<file path="config.mk">
export PLATFORM = sky130hd
export DESIGN_NAME = smc_sleep_ctrl
export DESIGN_NICKNAME = d
export VERILOG_FILES = /design/src/design/smc_pkg.sv /design/src/design/smc_sleep_ctrl.sv
export VERILOG_INCLUDE_DIRS = /design/src /design/src/design
export SDC_FILE = /design/constraint.sdc
export NUM_CORES = 1
export LEC_CHECK = 0
export CELL_PAD_IN_SITES_DETAIL_PLACEMENT = 1
export CELL_PAD_IN_SITES_GLOBAL_PLACEMENT = 1
export CORE_AREA = 3 3 67 69
export CTS_CLUSTER_DIAMETER = 60
export CTS_CLUSTER_SIZE = 8
export DETAILED_ROUTE_END_ITERATION = 8
export DIE_AREA = 0 0 70 72
export DONT_BUFFER_PORTS = 1
export PLACE_DENSITY = 0.8
export SLEW_MARGIN = 0
export SYNTH_ARGS = -nofsm -noshare
export SYNTH_HDL_FRONTEND = slang
export SYNTH_SLANG_ARGS = --single-unit
</file>
<file path="constraint.sdc">
create_clock -name ref_clk -period 5.7 [get_ports ref_clk]
set_clock_uncertainty 0.05 [all_clocks]
set_input_delay 0.57 -clock ref_clk [delete_from_list [all_inputs] [get_ports ref_clk]]
set_output_delay 0.57 -clock ref_clk [all_outputs]
set_load 0.005 [all_outputs]
</file>
<file path="src/design/smc_cfg.svh">
/*
  Constants for the sleep-mode controller: mode codes, field positions and wake timing.
  Assumes inclusion by bare name from the design file.
*/
`ifndef SMC_CFG_SVH
`define SMC_CFG_SVH
`define SMC_MODE_IDLE      3'h0
`define SMC_MODE_NOISE     3'h1
`define SMC_MODE_PDOWN     3'h2
`define SMC_MODE_PSAVE     3'h3
`define SMC_MODE_STBY      3'h6
`define SMC_MODE_XSTBY     3'h7
`define SMC_SMON_OFF_BIT   6
`define SMC_SMON_OFF_RST   1'b0
`define SMC_CLK_MHZ        100
`define SMC_HALT_CYC       4
`define SMC_STBY_WAKE_CYC  6
`define SMC_SMON_WAKE_US   60
`define SMC_SMON_WAKE_CYC  (`SMC_SMON_WAKE_US * `SMC_CLK_MHZ)
`define SMC_STARTUP_CYC    64
`endif

</file>
<file path="src/design/smc_pkg.sv">
/*
  Types for the sleep-mode controller.
  Assumes smc_cfg.svh is on the include path.
*/
package smc_pkg;
  typedef enum logic [2:0] {
    SMC_AWAKE, SMC_ASLEEP, SMC_STARTUP, SMC_HALT
  } smc_state_t;

  // clock domain and oscillator gates, one bit each, high = running
  typedef struct packed {
    logic core_clock;
    logic flash_clock;
    logic io_clock;
    logic converter_clock;
    logic async_timer_clock;
    logic main_osc;
    logic timer_osc;
  } smc_clk_t;

  // wake sources presented by the interrupt system, already enable-qualified
  typedef struct packed {
    logic ext_irq_zero;
    logic ext_irq_one;
    logic pin_change;
    logic two_wire_match;
    logic async_timer;
    logic self_program_rdy;
    logic converter_done;
    logic watchdog;
    logic other_io;
  } smc_wake_t;
endpackage

</file>
<file path="src/design/smc_sleep_ctrl.sv">
/*
  Sleep-mode controller: decodes a sleep request, gates clock domains and oscillators,
  qualifies wake sources, sequences wake-up and handles the supply-monitor sleep-off.
  Assumes the core pulses sleep_exec once per sleep instruction and holds until resume.
*/
// How it works
// - mode 000 idle stops core and flash clocks only
// - mode 001 noise reduction stops io, core and flash clocks
// - in idle every enabled interrupt wakes the device
// - noise reduction wakes only from its listed source set
// - power-down, power-save, standby, extended standby clock sets as tabulated
// - deep modes wake on ext irq, pin change, two-wire, watchdog; async timer some
// - timer oscillator always, and async clock and timer wake outside idle, need asynchronous timer mode
// - outside idle, external interrupt pins wake only when level sensed
// - interrupt wake holds core four cycles after start-up, then handler runs
// - register file and memory contents kept; this block never touches them
// - reset while asleep wakes and restarts from the reset vector
// - supply-monitor disable only applies in the four deepest modes
// - requested supply-monitor disable switches it off on sleep entry
// - supply monitor re-enabled automatically on wake-up
// - wake extended to about 60 us when monitor was off
// - sleep-off control is bit 6 of core control register, resets zero
// - sleep-off bit writes only take effect inside the timed enable window
// - converter enabled: idle or noise entry starts a conversion
// - async timer counts in noise mode only when clocked asynchronously
// - mode 010 power-down stops the oscillator
// - mode 011 power-save keeps an asynchronous timer running
// - mode 110 standby keeps oscillator, wakes in six cycles
// - mode 111 extended standby like power-save with oscillator, six cycles
`include "smc_cfg.svh"
`timescale 1ns/1ps
`default_nettype none

module smc_sleep_ctrl #(
  parameter int SMON_WAKE_CYC = `SMC_SMON_WAKE_CYC,
  parameter int STARTUP_CYC   = `SMC_STARTUP_CYC
) (
  input  wire logic              ref_clk,            // system clock
  input  wire logic              rst,                // chip reset, sync, active high
  input  wire logic              sleep_exec,         // one-cycle pulse: sleep executed
  input  wire logic              sleep_arm_bit,      // arm bit of sleep control register
  input  wire logic [2:0]        sleep_mode_select,  // mode field of sleep control register
  input  wire logic              smon_off_wr,        // write strobe for sleep-off bit
  input  wire logic              smon_off_wdata,     // written value of sleep-off bit
  input  wire logic              smon_off_wr_en,     // timed write window is open
  input  wire logic              smon_enabled,       // supply monitor enabled by fuse
  input  wire logic              async_timer_async,  // async timer clocked asynchronously
  input  wire logic              ext_zero_level,     // ext_irq_zero set for level sensing
  input  wire logic              ext_one_level,      // ext_irq_one set for level sensing
  input  wire logic              converter_enabled,  // converter switched on
  input  wire logic              crystal_selected,   // crystal or resonator main clock
  input  wire smc_pkg::smc_wake_t wake_req,          // enabled interrupt requests
  input  wire logic              wake_reset,         // any reset source while asleep
  output logic                   asleep,             // device in a sleep mode
  output smc_pkg::smc_clk_t      clk_gate,           // domain and oscillator enables
  output logic                   core_hold,          // core stalled (asleep or waking)
  output logic                   core_resume,        // one-cycle pulse: core may run
  output logic                   resume_reset,       // resume is from the reset vector
  output logic                   smon_off_ff,        // sleep-off bit, control bit 6
  output logic                   smon_run,           // supply monitor powered
  output logic                   conv_start          // one-cycle pulse: start conversion
);
  import smc_pkg::*;

  localparam int CW = $clog2(SMON_WAKE_CYC + STARTUP_CYC + 1);

  // elaboration check: the counter cannot serve counts below these floors
  if (SMON_WAKE_CYC < 1 || STARTUP_CYC < `SMC_STBY_WAKE_CYC) begin : g_bad_counts
    $error("smc_sleep_ctrl: wake counts too small");
  end

  typedef struct packed {
    smc_state_t st;
    logic [2:0] mode;
    logic       smon_off;
    logic       smon_was_off;
    logic       by_reset;
    logic [CW-1:0] cnt;
    smc_clk_t   gate;
    logic       hold;
    logic       resume;
    logic       smon_run;
    logic       conv;
  } smc_regs_t;

  smc_regs_t cur_ff;
  smc_regs_t nxt_cur;

  localparam smc_clk_t ALL_ON = '{default: 1'b1};

  // clocks kept running for a mode; outside idle, async domain needs the timer in async mode
  function automatic smc_clk_t mode_gates(input logic [2:0] m, input logic asy);
    smc_clk_t g;
    g = '{default: 1'b0};
    case (m)
      `SMC_MODE_IDLE: begin
        g.io_clock          = 1'b1;
        g.converter_clock   = 1'b1;
        g.async_timer_clock = 1'b1;
        g.main_osc          = 1'b1;
        g.timer_osc         = asy;
      end
      `SMC_MODE_NOISE: begin
        g.converter_clock   = 1'b1;
        g.async_timer_clock = asy;
        g.main_osc          = 1'b1;
        g.timer_osc         = asy;
      end
      `SMC_MODE_PDOWN: begin
      end
      `SMC_MODE_PSAVE: begin
        g.async_timer_clock = asy;
        g.timer_osc         = asy;
      end
      `SMC_MODE_STBY: begin
        g.main_osc = 1'b1;
      end
      `SMC_MODE_XSTBY: begin
        g.main_osc          = 1'b1;
        g.async_timer_clock = asy;
        g.timer_osc         = asy;
      end
      default: g = ALL_ON;
    endcase
    return g;
  endfunction

  // wake qualification per mode
  function automatic logic mode_wake(input logic [2:0] m, input smc_wake_t w,
                                     input logic asy, input logic lz, input logic lo);
    logic ext;
    logic deep;
    ext  = (w.ext_irq_zero & lz) | (w.ext_irq_one & lo) | w.pin_change;
    deep = ext | w.two_wire_match | w.watchdog;
    case (m)
      `SMC_MODE_IDLE:  mode_wake = |w;
      `SMC_MODE_NOISE: mode_wake = deep | w.converter_done |
                                   w.self_program_rdy | (w.async_timer & asy);
      `SMC_MODE_PSAVE,
      `SMC_MODE_XSTBY: mode_wake = deep | (w.async_timer & asy);
      default:         mode_wake = deep;
    endcase
  endfunction

  function automatic logic mode_valid(input logic [2:0] m, input logic xtal);
    case (m)
      `SMC_MODE_IDLE, `SMC_MODE_NOISE,
      `SMC_MODE_PDOWN, `SMC_MODE_PSAVE: mode_valid = 1'b1;
      // standby needs a crystal main clock; otherwise treated as no operation
      `SMC_MODE_STBY, `SMC_MODE_XSTBY:  mode_valid = xtal;
      default:                          mode_valid = 1'b0;
    endcase
  endfunction

  function automatic logic deep_mode(input logic [2:0] m);
    deep_mode = (m != `SMC_MODE_IDLE) && (m != `SMC_MODE_NOISE);
  endfunction

  always_comb begin
    nxt_cur        = cur_ff;
    nxt_cur.resume = 1'b0;
    nxt_cur.conv   = 1'b0;
    // timed window gates the write; outside it the bit holds
    if (smon_off_wr && smon_off_wr_en) begin
      nxt_cur.smon_off = smon_off_wdata;
    end
    case (cur_ff.st)
      SMC_AWAKE: begin
        nxt_cur.gate     = ALL_ON;
        nxt_cur.hold     = 1'b0;
        nxt_cur.smon_run = smon_enabled;
        // unarmed or unassigned mode: nothing happens, core runs on
        if (sleep_exec && sleep_arm_bit &&
            mode_valid(sleep_mode_select, crystal_selected)) begin
          nxt_cur.st    = SMC_ASLEEP;
          nxt_cur.mode  = sleep_mode_select;
          nxt_cur.gate  = mode_gates(sleep_mode_select, async_timer_async);
          nxt_cur.hold  = 1'b1;
          nxt_cur.by_reset = 1'b0;
          // monitor dropped on entry, only for deep modes
          nxt_cur.smon_was_off = cur_ff.smon_off & deep_mode(sleep_mode_select) &
                                 smon_enabled;
          if (cur_ff.smon_off && deep_mode(sleep_mode_select)) begin
            nxt_cur.smon_run = 1'b0;
          end
          nxt_cur.conv = converter_enabled && !deep_mode(sleep_mode_select);
        end
      end
      SMC_ASLEEP: begin
        // memories live outside and keep power; nothing here clears them
        if (wake_reset || mode_wake(cur_ff.mode, wake_req, async_timer_async,
                                    ext_zero_level, ext_one_level)) begin
          nxt_cur.st       = SMC_STARTUP;
          nxt_cur.by_reset = wake_reset;
          nxt_cur.gate     = ALL_ON;
          nxt_cur.smon_run = smon_enabled;
          // oscillator-running modes restart fast; monitor-off wake is long
          if (cur_ff.smon_was_off) begin
            nxt_cur.cnt = CW'(SMON_WAKE_CYC - 1);
          end else if (cur_ff.gate.main_osc) begin
            nxt_cur.cnt = CW'(`SMC_STBY_WAKE_CYC - 1);
          end else begin
            nxt_cur.cnt = CW'(STARTUP_CYC - 1);
          end
        end
      end
      SMC_STARTUP: begin
        if (cur_ff.cnt == '0) begin
          nxt_cur.st  = SMC_HALT;
          nxt_cur.cnt = CW'(`SMC_HALT_CYC - 1);
        end else begin
          nxt_cur.cnt = cur_ff.cnt - CW'(1);
        end
      end
      SMC_HALT: begin
        if (cur_ff.cnt == '0) begin
          nxt_cur.st     = SMC_AWAKE;
          nxt_cur.hold   = 1'b0;
          nxt_cur.resume = 1'b1;
        end else begin
          nxt_cur.cnt = cur_ff.cnt - CW'(1);
        end
      end
      default: nxt_cur.st = SMC_AWAKE;
    endcase
  end

  always_ff @(posedge ref_clk) begin
    if (rst) begin
      cur_ff              <= '0;
      cur_ff.st           <= SMC_AWAKE;
      cur_ff.gate         <= ALL_ON;
      cur_ff.smon_off     <= `SMC_SMON_OFF_RST;
      cur_ff.smon_run     <= 1'b1;
    end else begin
      cur_ff <= nxt_cur;
    end
  end

  // comparator power-off is software's own choice and not handled here
  assign asleep       = (cur_ff.st == SMC_ASLEEP);
  assign clk_gate     = cur_ff.gate;
  assign core_hold    = cur_ff.hold;
  assign core_resume  = cur_ff.resume;
  assign resume_reset = cur_ff.by_reset;
  assign smon_off_ff  = cur_ff.smon_off;
  assign smon_run     = cur_ff.smon_run;
  assign conv_start   = cur_ff.conv;
endmodule

`default_nettype wire

</file>
# Yosys cells after proc, flatten, opt, wreduce, memory -nomap -nowiden
# Index checks and enable logic that the tools add are counted.
[word_totals]
out_inout_bits = 14
elab_cells = 117
register_bits = 33
memories = 0
romBits = 0
inputBits = 26
ram_bits = 0
latch_bits = 0
[op_classes]
magnitude_cmp = 0
shift = 0
n_eq_ne = 17
n_bitwise = 16
n_reduce_logical = 35
mux = 31
div = 0
mul = 0
n_addsub = 1
[op_table]
columns = ["op", "n"]
rows = [
  ["13-bit 2-to-1 mux", 3],
  ["13-bit case mux with 3 select lines", 1],
  ["21-bit 2-to-1 mux", 1],
  ["3-bit by 2-bit == test with 1-bit output (second input constant)", 5],
  ["7-bit case mux with 2 select lines", 1],
  ["13-bit zero test", 1],
  ["13-bit by 1-bit subtractor with 13-bit output (second input constant)", 1],
  ["6-bit 2-to-1 mux", 2],
  ["1-bit case mux with 2 select lines", 6],
  ["3-bit case mux with 4 select lines", 1],
  ["4-bit OR reduction", 3],
  ["2-bit OR reduction", 5],
  ["3-bit by 1-bit == test with 1-bit output (second input constant)", 3],
  ["3-bit == test (second input constant)", 3],
  ["3-bit zero test", 3],
  ["3-bit 2-to-1 mux", 3],
  ["9-bit OR reduction", 1],
  ["1-bit 2-to-1 mux", 8],
  ["8-bit 2-to-1 mux", 1],
  ["2-bit inequality test (second input constant)", 4],
  ["1-bit bitwise OR", 8],
  ["1-bit logical AND", 6],
  ["2-bit 2-to-1 mux", 3],
  ["2-bit AND reduction", 3],
  ["other kinds (14)", 24],
]

# Longest topological paths before layout
[logic_depth]
depth_word = 13
ltp_mapped = 8
mapped_depth_nobuf = 7

# Least setup slack after synthesis
# No wires, ideal clock.
[synth_timing]
kind = "register to register"
start = "reg cur_ff[11] in the netlist's numbering"
end = "reg cur_ff[30] in the netlist's numbering"
period_less_slack_ps = 2071
t_required_ps = 5580
n_path_buf = 0
arrival_time_ps = 1951
setup_time_ps = 70
path_slack_ps = 3629
stages_incl_launch_ff = 8
path_cell_list = "dfxtp_1 inv_1 ha_1 nor4b_4 nand4_4 a21bo_1 or4_1 a21oi_1"
[synth_between]
elab_chain_cells = 3
elab_cells_between_ends = 4
cone_classes = "2 x eq/ne; 2 x reduce/logical"
[synth_lines]
columns = ["element", "line", "rtl"]
rows = [
  ["from (decl)", "smc_sleep_ctrl.sv:86", "smc_regs_t cur_ff;"],
  ["from (signal assigned)", "smc_sleep_ctrl.sv:236", "cur_ff <= nxt_cur;"],
  ["13-bit zero test (*)", "smc_sleep_ctrl.sv:208, smc_sleep_ctrl.sv:216", ""],
  ["2-bit inequality test (no line)", "--", ""],
  ["4-bit AND reduction (no line) (*)", "--", ""],
]
# Mark *: on every way between the ends. The rest lies on a longest branch, timed or not.
# A chain may end at the register's enable or synchronous reset.

# Worst setup path after layout
[layout_timing]
start = "reg cur_ff[28] in the netlist's numbering"
end = "reg cur_ff[18] in the netlist's numbering"
[layout_between]
elab_chain_cells = 7
elab_cells_between_ends = 10
cone_classes = "4 x eq/ne; 2 x mux; 4 x reduce/logical"
[layout_lines]
columns = ["element", "line", "rtl"]
rows = [
  ["3-bit by 2-bit == test with 1-bit output / 3-bit == test (equally long branches)", "smc_sleep_ctrl.sv:135", "case (m)"],
  ["2-bit OR reduction", "smc_sleep_ctrl.sv:135", ""],
  ["1-bit case mux with 3 select lines (*)", "smc_sleep_ctrl.sv:135", ""],
  ["1-bit 2-to-1 mux (*)", "smc_sleep_ctrl.sv:167", "case (cur_ff.st)"],
  ["1-bit logical OR (*)", "smc_sleep_ctrl.sv:191", "if (wake_reset || mode_wake(cur_ff.mode, wake_req, async_timer_async,"],
  ["2-bit by 1-bit inequality test with 1-bit output (no line) (*)", "--", ""],
  ["3-bit AND reduction (no line) (*)", "--", ""],
]
# Mark *: on every way between the ends. The rest lies on a longest branch, timed or not. The select of a mux whose other input is x is not followed.

==> impl_metrics.yaml <==
setup_path:
  cp.required_ps: 5830
  rr_startpoint: "cur_ff[28]"
  startpoint_type: "register"
  reg2regPathDepth: 5
  worstPathArrival_ps: 2700
  cp_max_fo: 12
  end_kind: "register"
  crit_path_end: "cur_ff[18]"
  worstReg2RegEnd: "cur_ff[18]"
  reg2reg_slack_ps: 3140
  worstSetupPathType: "reg2reg"
  setup.worst_path.start: "cur_ff[28]"
detailed_routing:
  drt_iter0_drc: 112
  drc: 0
  via_count: 1795
  dr.pass1.iters: 4
  routed_wl_mm: 5.38
  antenna_left: 0
  vias_per_cell: 6.48
  wire_per_inst_um: 19.4
cts:
  post_cts_buffers: 0
  htreeDepth: 2
  clock_sinks: 31
  insertion_delay_ps: 290
  cts_buffers: 5
  cts_tree: "done"
  cts_resized: 0
  cts_buffer_depth: 2
  cts_root_buf: "clkbuf_8"
  postCtsHoldBufs: 0
  path_clk_slew_ps: 70
finish:
  area_growth_pct: 3.70
  drive_gt1_share_pct: 7.05
  antenna_cells: 0
  fin_area_um2: 1960
  final_nets: 259
logic_synthesis:
  synth_edf_count: 0
  ys_warn_count: 0
  synth_flop_cell: "dfxtp_1"
  synth_fp_nets: 270
  seq_area_frac_synth_pct: 32.8
  synth_area_um2: 1890
  async_reset_ff_share_pct: 0
  synth_seq_cells: 31
  syn_inst: 237
  synth_cell_types: 53
  synth_area_per_cell_um2: 7.99
global_route:
  first_global_vias: 1785
  grt_max_degree: 27
  grt_pass1_wl_mm: 8.85
  grtUsageTotal_pct: 21.9
  grt_antenna_before_repair: 0
  grt_overflow: 0
die:
  rows: 23
  start_util_pct: 47.7
  die_y_um: 72
  core_area_um2: 3970
  io_pins: 40
  dieArea_um2: 5040
  dieWidth_um: 70
placement:
  dpl_worst_slack_ps: 3090
  place_hpwl_mm: 3.90
  gp_congestion: 0.848
  io_buffers: 0
  placed_area_um2: 1860
timing:
  slew_violations: 0
  finalSetupViolations: 0
  max_slew_margin_pct: 35.2
  worst_pin_slew_ps: 972
  post-route-period-util_pct: 45.0
  setup-tns-final_ps: 0
  fmax_mhz: 390
  whs_ps: 298
  min_period_ps: 2560
  final_hold_viol_count: 0
  setup_ws_ps: 3140
  rsz0062_at_grt: "false"
min_path:
  hp-class: "in2reg"
power_and_ir_drop:
  power.density_nw_per_um2: 235
  finalPower_uw: 461
  p_leak_uw: 0.000738
  ir_worst_vdd_v: 0.000164
outcome:
  status: "finished, final reports clean"
job:
  maxCapViolCount: 0
[layout by cell type (no fill, tap or decap), drive strengths merged, types with 2 or more instances in the layout]
cell    instances
o21ai          14
a21oi          25
ha              7
nor4b           3
o31ai           8
nand3          14
o311ai          7
nand4           2
a31oi           3
a21o            4
nor2           17
or4             3
nor3            9
a211oi          3
clkbuf          7
dfxtp          31
inv            12
o41ai           3
a41o            2
and2            2
nor4            4
nor3b           3
nand2          20
[worst min path at each step]
stage          startpoint         end  cells past startpoint
2_1_floorplan  cur_ff[27]  cur_ff[27]                      2
3_3_place_gp   cur_ff[29]  cur_ff[29]                      2
3_5_place_dp   cur_ff[27]  cur_ff[27]                      2
4_1_cts               rst  cur_ff[25]                      1
5_1_grt               rst  cur_ff[27]                      1
6_report              rst  cur_ff[16]                      1
[cell type report]
class / instances / area (um2)
clock buffers: 7 / 96.3
well taps: 50 / 62.6
clock inverters: 1 / 7.51
flip-flops and latches: 31 / 621
inverters: 12 / 45.0
multi-input cells: 176 / 1130
fillers: 508 / 2010
[where the power goes]
| part | internal [uW] | total (uW) | switching, uW | leakage (uW) |
|---|---|---|---|---|
| sequential | 221 | 225 | 4.10 | 0.000251 |
| clock | 110 | 197 | 87.6 | 0.0000505 |
| combinational | 15.0 | 38.6 | 23.6 | 0.000436 |
| total | 346 | 461 | 115 | 0.000738 |
[critical path: stages, from the launching register on]
cell and delay (ps):
dfxtp_1 350, nor3_1 280, a221oi_1 110, o2111ai_1 800, nand2_1 420, o41ai_1 440
[stage by stage]
step                instances  util, %
finish                    277     49.4
global placement          269     46.8
detailed placement        269     46.8
global route              277     49.4
floorplan                 237        -
CTS                       277     49.4
[layer usage]
layer / vias up / wire, um / track usage, %
li1: 868 / - / -
met3: 8 / 262 / 4.57
met2: 57 / 2740 / 38.1
met5: - / 0 / 0
met1: 862 / 2290 / 26.5
met4: 0 / 85 / 8.72
[cells by family (layout without fill, tap and decap cells)]
| kind of cell | count (synthesis) | count (layout) | synth area share (%) |
|---|---|---|---|
| simple gates | 87 | 87 | 26.0 |
| compound gates | 81 | 81 | 28.6 |
| flops | 31 | 31 | 32.8 |
| buf+inv | 30 | 20 | 7.47 |
| fa+ha+maj | 7 | 7 | 4.63 |
| mux | 1 | 1 | 0.529 |
[registers in the layout, summed over array words and instances, names as in the netlist]
name / flops
cur_ff: 19
core_resume: 1
smon_run: 1
smon_off_ff: 1
clk_gate: 6
resume_reset: 1
conv_start: 1
core_hold: 1
[synthesized netlist by cell type, drive strengths merged, types with 2 or more instances]
master | instances | area [um2]
ha | 7 | 87.6
a41o | 2 | 20.0
o21ai | 14 | 70.1
o41ai | 3 | 26.3
nor3b | 3 | 22.5
dfxtp | 31 | 621
nor4 | 4 | 25.0
o311ai | 7 | 61.3
or4 | 3 | 26.3
a31oi | 3 | 18.8
inv | 12 | 45.0
nor3 | 9 | 55.1
and2 | 2 | 12.5
a21o | 4 | 30.0
buf | 10 | 66.3
nand2 | 20 | 75.1
clkbuf | 8 | 30.0
nand3 | 14 | 70.1
nand4 | 2 | 27.5
a211oi | 3 | 22.5
nor2 | 17 | 63.8
a21oi | 25 | 125
o31ai | 8 | 60.1
nor4b | 3 | 41.3
No activity file was read; power rests on OpenSTA's default activity.
